<file path="config.mk">
export PLATFORM = sky130hd
export DESIGN_NAME = ssd_decoder
export DESIGN_NICKNAME = d
export VERILOG_FILES = /design/src/rtl/ssd_pkg.sv /design/src/rtl/ssd_decoder.sv
export SDC_FILE = /design/constraint.sdc
export NUM_CORES = 1
export LEC_CHECK = 0
export BUFFER_PORTS_ARGS = -buffer_cell sky130_fd_sc_hd__buf_2
export CAP_MARGIN = 20
export CORE_ASPECT_RATIO = 1.5
export CORE_UTILIZATION = 35
export CTS_BUF_LIST = sky130_fd_sc_hd__clkbuf_8
export CTS_CLUSTER_DIAMETER = 80
export DETAILED_ROUTE_END_ITERATION = 10
export SYNTH_ARGS = -nofsm -noshare
export SYNTH_HDL_FRONTEND = slang
export SYNTH_SLANG_ARGS = --single-unit
</file>
<file path="constraint.sdc">
create_clock -name sys_clk -period 3.1 [get_ports sys_clk]
set_input_delay 0.155 -clock sys_clk [delete_from_list [all_inputs] [get_ports sys_clk]]
set_output_delay 0.155 -clock sys_clk [all_outputs]
set_load 0.03 [all_outputs]
</file>
<file path="src/rtl/ssd_pkg.sv">
// shared constants and types for the stage switch selector decoder
package ssd_pkg;
  localparam int SSD_ADDR_W = 2;
  localparam int SSD_DATA_W = 16;
  localparam int SSD_CODE_W = 8;
  localparam int SSD_KEY_W = 5;
  localparam int SSD_OUT_N = 128;
  localparam int SSD_IDX_W = 7;

  // register offsets
  localparam logic [SSD_ADDR_W-1:0] SSD_ADDR_CMD = 2'h0;
  localparam logic [SSD_ADDR_W-1:0] SSD_ADDR_STATUS = 2'h1;

  // field positions within the command word
  localparam int SSD_POS_CODE = 0;
  localparam int SSD_POS_KEY = 8;
  localparam int SSD_POS_RESET = 13;
  localparam int SSD_POS_READ = 14;

  // reset values
  localparam logic [SSD_CODE_W-1:0] SSD_CODE_RST = 8'h00;
  localparam logic [SSD_KEY_W-1:0] SSD_KEY_RST = 5'h00;
  localparam logic [SSD_DATA_W-1:0] SSD_RDATA_RST = 16'h0000;

  // output driver pulse length
  localparam int SSD_CLK_PERIOD_PS = 25000;
  localparam int SSD_FIRE_TIME_NS = 1000;
  localparam int SSD_FIRE_CYCLES =
    (SSD_FIRE_TIME_NS * 1000 + SSD_CLK_PERIOD_PS - 1) / SSD_CLK_PERIOD_PS;
  localparam int SSD_CNT_W = 12;

  typedef struct packed {
    logic read;
    logic reset;
    logic [SSD_KEY_W-1:0] key;
    logic [SSD_CODE_W-1:0] code;
  } ssd_cmd_t;

  typedef enum logic [1:0] {
    SSD_IDLE = 2'b00,
    SSD_LOADED = 2'b01,
    SSD_FIRE = 2'b10
  } ssd_state_t;
endpackage

</file>
<file path="src/rtl/ssd_decoder.sv">
// stage switch selector: command latch, verification feedback, driver decode
// Contract
// RULE_01 - word bits 1..8 hold the function code selecting the stage output
// RULE_02 - bits 9..13 hold stage key; only a matching selector is addressed
// RULE_03 - bit 14 set resets every relay, dropping the command, no output
// RULE_04 - bit 15 set makes the addressed selector fire the latched command
// RULE_05 - controller loads in two passes: bits 1..13, then reset or read
// RULE_06 - after latching, complement of received code returns on 8 lines
// RULE_07 - controller compares feedback and issues read when it agrees
// RULE_08 - on mismatch controller forces reset, resends code complemented; the host model only issues the reset and never resends
// RULE_09 - true and complemented code drive the very same output
// RULE_10 - each code maps to exactly one driver, only that one fires on read
// RULE_11 - positive logic: high is binary one, low is binary zero
// RULE_12 - key mismatch ignores read and reset; after reset a new pass 1 fits
`timescale 1ns/1ps
module ssd_decoder
  import ssd_pkg::*;
#(
  parameter logic [ssd_pkg::SSD_KEY_W-1:0] STAGE_KEY = 5'h01,
  parameter int FIRE_CYCLES = ssd_pkg::SSD_FIRE_CYCLES
) (
  input wire logic sys_clk,
  input wire logic reset_n,
  input wire logic [ssd_pkg::SSD_ADDR_W-1:0] reg_addr,
  input wire logic [ssd_pkg::SSD_DATA_W-1:0] reg_wdata,
  input wire logic reg_write,
  input wire logic reg_read,
  output logic [ssd_pkg::SSD_DATA_W-1:0] reg_rdata,
  output logic [ssd_pkg::SSD_CODE_W-1:0] verify_code,
  output logic [ssd_pkg::SSD_OUT_N-1:0] stage_drive,
  output logic cmd_loaded,
  output logic cmd_firing
);
  import ssd_pkg::*;

  localparam logic [SSD_CNT_W-1:0] FIRE_LAST =
    SSD_CNT_W'(FIRE_CYCLES - 1);

  ssd_state_t state;
  ssd_state_t next_state;
  logic [SSD_CODE_W-1:0] code;
  logic [SSD_CODE_W-1:0] next_code;
  logic [SSD_CNT_W-1:0] fire_cnt;
  logic [SSD_CNT_W-1:0] next_fire_cnt;
  logic [SSD_CODE_W-1:0] next_verify_code;
  logic [SSD_OUT_N-1:0] next_stage_drive;
  logic [SSD_DATA_W-1:0] next_reg_rdata;

  // decode of the bus word
  ssd_cmd_t wcmd;
  wire cmd_sel = reg_addr == SSD_ADDR_CMD;
  wire stat_sel = reg_addr == SSD_ADDR_STATUS;
  wire cmd_wr = reg_write && cmd_sel;
  assign wcmd = ssd_cmd_t'(reg_wdata[SSD_POS_READ:SSD_POS_CODE]);

  wire key_match = wcmd.key == STAGE_KEY; // RULE_02
  // pass 1 carries neither control bit; pass 2 only one of them
  wire is_pass1 = cmd_wr && !wcmd.reset && !wcmd.read; // RULE_05
  wire take_pass1 = is_pass1 && key_match; // RULE_02
  // pass 2 carries no key, so addressing rests on the pass 1 latch
  wire addressed = state != SSD_IDLE; // RULE_12
  wire do_reset = cmd_wr && wcmd.reset && addressed; // RULE_03
  wire do_read = cmd_wr && wcmd.read && !wcmd.reset &&
    state == SSD_LOADED; // RULE_04
  wire fire_done = state == SSD_FIRE && fire_cnt == FIRE_LAST;

  // fold complemented form onto the true form
  wire [SSD_IDX_W-1:0] drive_idx = code[SSD_CODE_W-1] ?
    ~code[SSD_IDX_W-1:0] : code[SSD_IDX_W-1:0]; // RULE_09
  wire [SSD_OUT_N-1:0] drive_onehot =
    SSD_OUT_N'(1) << drive_idx; // RULE_10

  // status word: state flags and feedback
  wire [SSD_DATA_W-1:0] status_word = {
    6'h00, (state == SSD_FIRE), (state == SSD_LOADED), verify_code};
  wire [SSD_DATA_W-1:0] cmd_word = {
    8'h00, code};

  always_comb begin
    next_state = state;
    next_code = code;
    next_fire_cnt = fire_cnt;
    unique case (state)
      SSD_IDLE: begin
        if (take_pass1) begin
          next_state = SSD_LOADED;
          next_code = wcmd.code; // RULE_01
        end
      end
      SSD_LOADED: begin
        if (do_reset) begin
          next_state = SSD_IDLE; // RULE_03
          next_code = SSD_CODE_RST;
        end else if (do_read) begin
          next_state = SSD_FIRE; // RULE_04
          next_fire_cnt = '0;
        end else if (take_pass1) begin
          next_code = wcmd.code; // RULE_12
        end
      end
      SSD_FIRE: begin
        if (do_reset || fire_done) begin
          next_state = SSD_IDLE; // RULE_03
          next_code = SSD_CODE_RST;
          next_fire_cnt = '0;
        end else begin
          next_fire_cnt = fire_cnt + SSD_CNT_W'(1);
        end
      end
      default: begin
        next_state = SSD_IDLE;
        next_code = SSD_CODE_RST;
        next_fire_cnt = '0;
      end
    endcase
  end

  // feedback follows the latch; drivers follow the firing state
  assign next_verify_code = (next_state == SSD_IDLE) ?
    SSD_CODE_RST : ~next_code; // RULE_06
  assign next_stage_drive = (next_state == SSD_FIRE) ?
    drive_onehot_next() : '0; // RULE_10

  function automatic logic [SSD_OUT_N-1:0] drive_onehot_next();
    logic [SSD_IDX_W-1:0] idx;
    idx = next_code[SSD_CODE_W-1] ?
      ~next_code[SSD_IDX_W-1:0] : next_code[SSD_IDX_W-1:0]; // RULE_09
    return SSD_OUT_N'(1) << idx;
  endfunction

  // read data valid only in the cycle after the strobe
  assign next_reg_rdata = !reg_read ? SSD_RDATA_RST :
    stat_sel ? status_word :
    cmd_sel ? cmd_word : SSD_RDATA_RST;

  always_ff @(posedge sys_clk or negedge reset_n) begin
    if (!reset_n) begin
      state <= SSD_IDLE;
      code <= SSD_CODE_RST;
      fire_cnt <= '0;
    end else begin
      state <= next_state;
      code <= next_code;
      fire_cnt <= next_fire_cnt;
    end
  end

  // all ports straight from flops, positive logic throughout
  always_ff @(posedge sys_clk or negedge reset_n) begin
    if (!reset_n) begin
      verify_code <= SSD_CODE_RST;
      stage_drive <= '0;
      cmd_loaded <= 1'b0;
      cmd_firing <= 1'b0;
      reg_rdata <= SSD_RDATA_RST;
    end else begin
      verify_code <= next_verify_code; // RULE_11
      stage_drive <= next_stage_drive; // RULE_11
      cmd_loaded <= next_state == SSD_LOADED;
      cmd_firing <= next_state == SSD_FIRE;
      reg_rdata <= next_reg_rdata;
    end
  end

  // drive_onehot is only folded into unused_onehot; the status word does not carry it
  wire unused_onehot = ^drive_onehot;
endmodule

</file>
==> metrics.yaml <==
yosys:
  synth_edf_count: 0
  syn_area_per_cell_um2: 13.0
  synth_top_area_share_pct: 60.7
  netlist_area_mm2: 0.00700
  synthTopCellsByCount: "170 x dfrtp_1, 76 x nor3_2, 57 x nor3_1"
  yosysMostFrequentCell: "dfrtp_1"
  yosys_warnings: 0
  yosys.area.top_type: "dfrtp_1"
  synth_area_leaders: "dfrtp_1 61%, nor3_2 11%, nor3_1 4.1%, nor2_1 1.7%, mux2i_1 1.6%"
  ys_types: 57
  syn_inst: 538
  ys_seq_elements: 170
  async_reset_ff_share_pct: 100
  synth-seq-area-share_pct: 60.7
  ys.flop_type: "dfrtp_1"
clock_network:
  insertion_delay_ns: 0.47
  clk_pin_slew_worst_paths_ns: 0.09
  cts_buffers: 17
  htree_levels: 4
  cts_root_buf: "clkbuf_8"
  cts_buffer_depth: 2
  cts_sinks: 170
  cts_tree: "done"
timing:
  relSlewSlack_pct: 48.9
  final_hold_viol_count: 0
  setup_viol: 0
  skew_ns: 0.0134
  timing.setup.tns_ns: 0
  tightestPinTransition_ns: 0.766
  slew_viol_final: 0
  min_period_ns: 2.96
  post-route-period-util_pct: 95.4
  max_freq_mhz: 338
worst_setup_path:
  cp-end-kind: "register"
  cp_max_fo: 10
  worstPathRequired_ns: 3.49
  cp_slowest_stage_delay_ns: 0.45
  startpoint_type: "register"
  crit_buf_inv: 3
  critical_path.top_delay_family: "simple AND/OR/NAND/NOR gates"
  crit_path_frequent_cell: "buf_4"
  cp_data_arrival_time_ns: 3.34
  critPathKind: "register to register"
  path_cells: "ha_1 -> nor4bb_2 -> nand3_1 -> a21boi_4 -> clkinv_4 -> o21a_2 -> nor4_2 -> buf_4 -> o211ai_2 -> buf_4 -> nor3_2"
  crit_slowest_cell: "nor4_2"
hold_path:
  hp-class: "input pin to register"
die:
  die_area_mm2: 0.0206
  initial_core_util_pct: 35.5
  die_h_um: 175
  io_pins: 176
  core_area_mm2: 0.0197
  die_x_um: 118
  fp-row-count: 63
cells_and_area:
  diodes: 0
  instances_no_fill: 1006
  nFillCells: 1841
  fin_area_mm2: 0.00896
  final_nets: 756
  layout-drive-gt1-share_pct: 50.3
  areaGrowthSynthToFinish_pct: 27.9
drt:
  routed_wirelength_um: 17900
  via_count: 4926
  ant_nets: 0
  via_per_inst: 4.90
  wl_met3_um: 709
  routedWlPerCell_um: 17.7
  drc: 0
  drt_iter0_markers: 369
  routed-wl-met2_um: 9890
  dr.pass1.iters: 4
  highest_layer: "met4"
  met1_length_um: 6900
outcome:
  status: "finished, final reports clean"
place:
  gp_congestion: 0.866
  port_buffers: 168
  place_area_mm2: 0.00831
  dp_cells: 964
  dp_hpwl_um: 12400
global_routing:
  overflow: 0
  track_usage_pct: 18.2
  grt_max_degree: 88
  grt_pass1_vias: 5232
  antenna_found_initial: 0
  grt_pass1_wl_um: 28600
power_and_ir_drop:
  vdd.ir_drop.worst_v: 0.000317
  power_leakage_nw: 4.35
  powerDensity_mw_per_mm2: 556
flow_run:
  maxCapViolCount: 0
logic make-up (layout without fill, tap and decap cells):
logic type,Yosys count,in the layout,share of synthesized area (%)
buf+inv,56,258,4.88
other cells,1,6,0.0535
flops,170,170,60.7
simple gates,225,225,23.1
fa+ha+maj,1,1,0.179
xor+xnor,4,4,0.875
compound gates,70,71,8.63
mux,11,11,1.57
cells in the final DEF, fill, tap and decap left out, drive strengths merged, types with 6 or more instances in the layout:
master,count
mux2i,11
dfrtp,170
o211ai,8
conb,6
nor2,38
o31ai,6
nand2,11
nor4,11
o21ai,15
a211oi,8
a21oi,10
nand3,10
clkbuf,17
buf,211
nor3,133
inv,19
cell type report:
cell class	count	area, µm²	area share [%]
inverters	12	52.6	0.587
clock inverters	15	211	2.36
repair buffers	214	1290	14.5
well taps	260	325	3.63
flip-flops and latches	170	4250	47.5
clock buffers	17	234	2.61
multi-input cells	318	2580	28.8
per-stage QoR:
stage	total power (W)	hold slack (ns)	setup slack, ns	utilization, %
after floorplan	0.00293	-0.141	0.266	-
after global placement	0.00324	0.251	-0.0125	42.2
after detailed placement	0.00326	0.274	-0.108	42.2
after CTS	0.00502	0.0585	0.0129	44.7
after global routing	0.00519	0.124	-0.0708	45.4
final	0.00498	0.131	0.143	45.4
registers in the layout, indices dropped and copies added (netlist names):
name	cells
verify_code	8
cmd_loaded	1
reg_rdata	10
fire_cnt	12
stage_drive	128
state	2
code	8
cmd_firing	1
per-layer routing:
metal  vias up  track usage, %
met4         0            8.01
met1      2490            19.9
met3        23            3.90
met2       131            33.7
met5         -               0
li1       2282               -
power by group:
group	switching (W)	internal [W]
Combinational	0.000604	0.000257
Sequential	0.0000688	0.00231
Clock	0.000841	0.000899
Total	0.00151	0.00347
final timing paths:
path                              startpoint              end  slack, ns  cells past startpoint
worst max-delay path             fire_cnt[0]  stage_drive[49]       0.14                     11
worst min-delay path            reg_wdata[6]          code[6]       0.13                      3
worst max register to register   fire_cnt[0]  stage_drive[49]       0.14                     11
worst min register to register   fire_cnt[5]      fire_cnt[5]       0.53                      1
max in group asynchronous            reset_n   stage_drive[1]       1.93                      3
min in group asynchronous            reset_n  stage_drive[63]       0.32                      2
worst min-delay path: cells and delay by family:
family | cells | cell delay (ns)
compound gates | 2 | 0.28
buf+inv | 1 | 0.08
repair_timing:
item / 4_1_cts / 5_1_grt
cloned: 1 / 0
endpoints found under the setup margin: 19 / 123
gates resized for setup: 2 / 17
hold buffers: 3 / 0
pin swaps: 2 / 4
buffers inserted: 0 / 5
endpoints found under the hold margin: 87 / 0
Note: power is estimated with default switching activity, not from simulation.
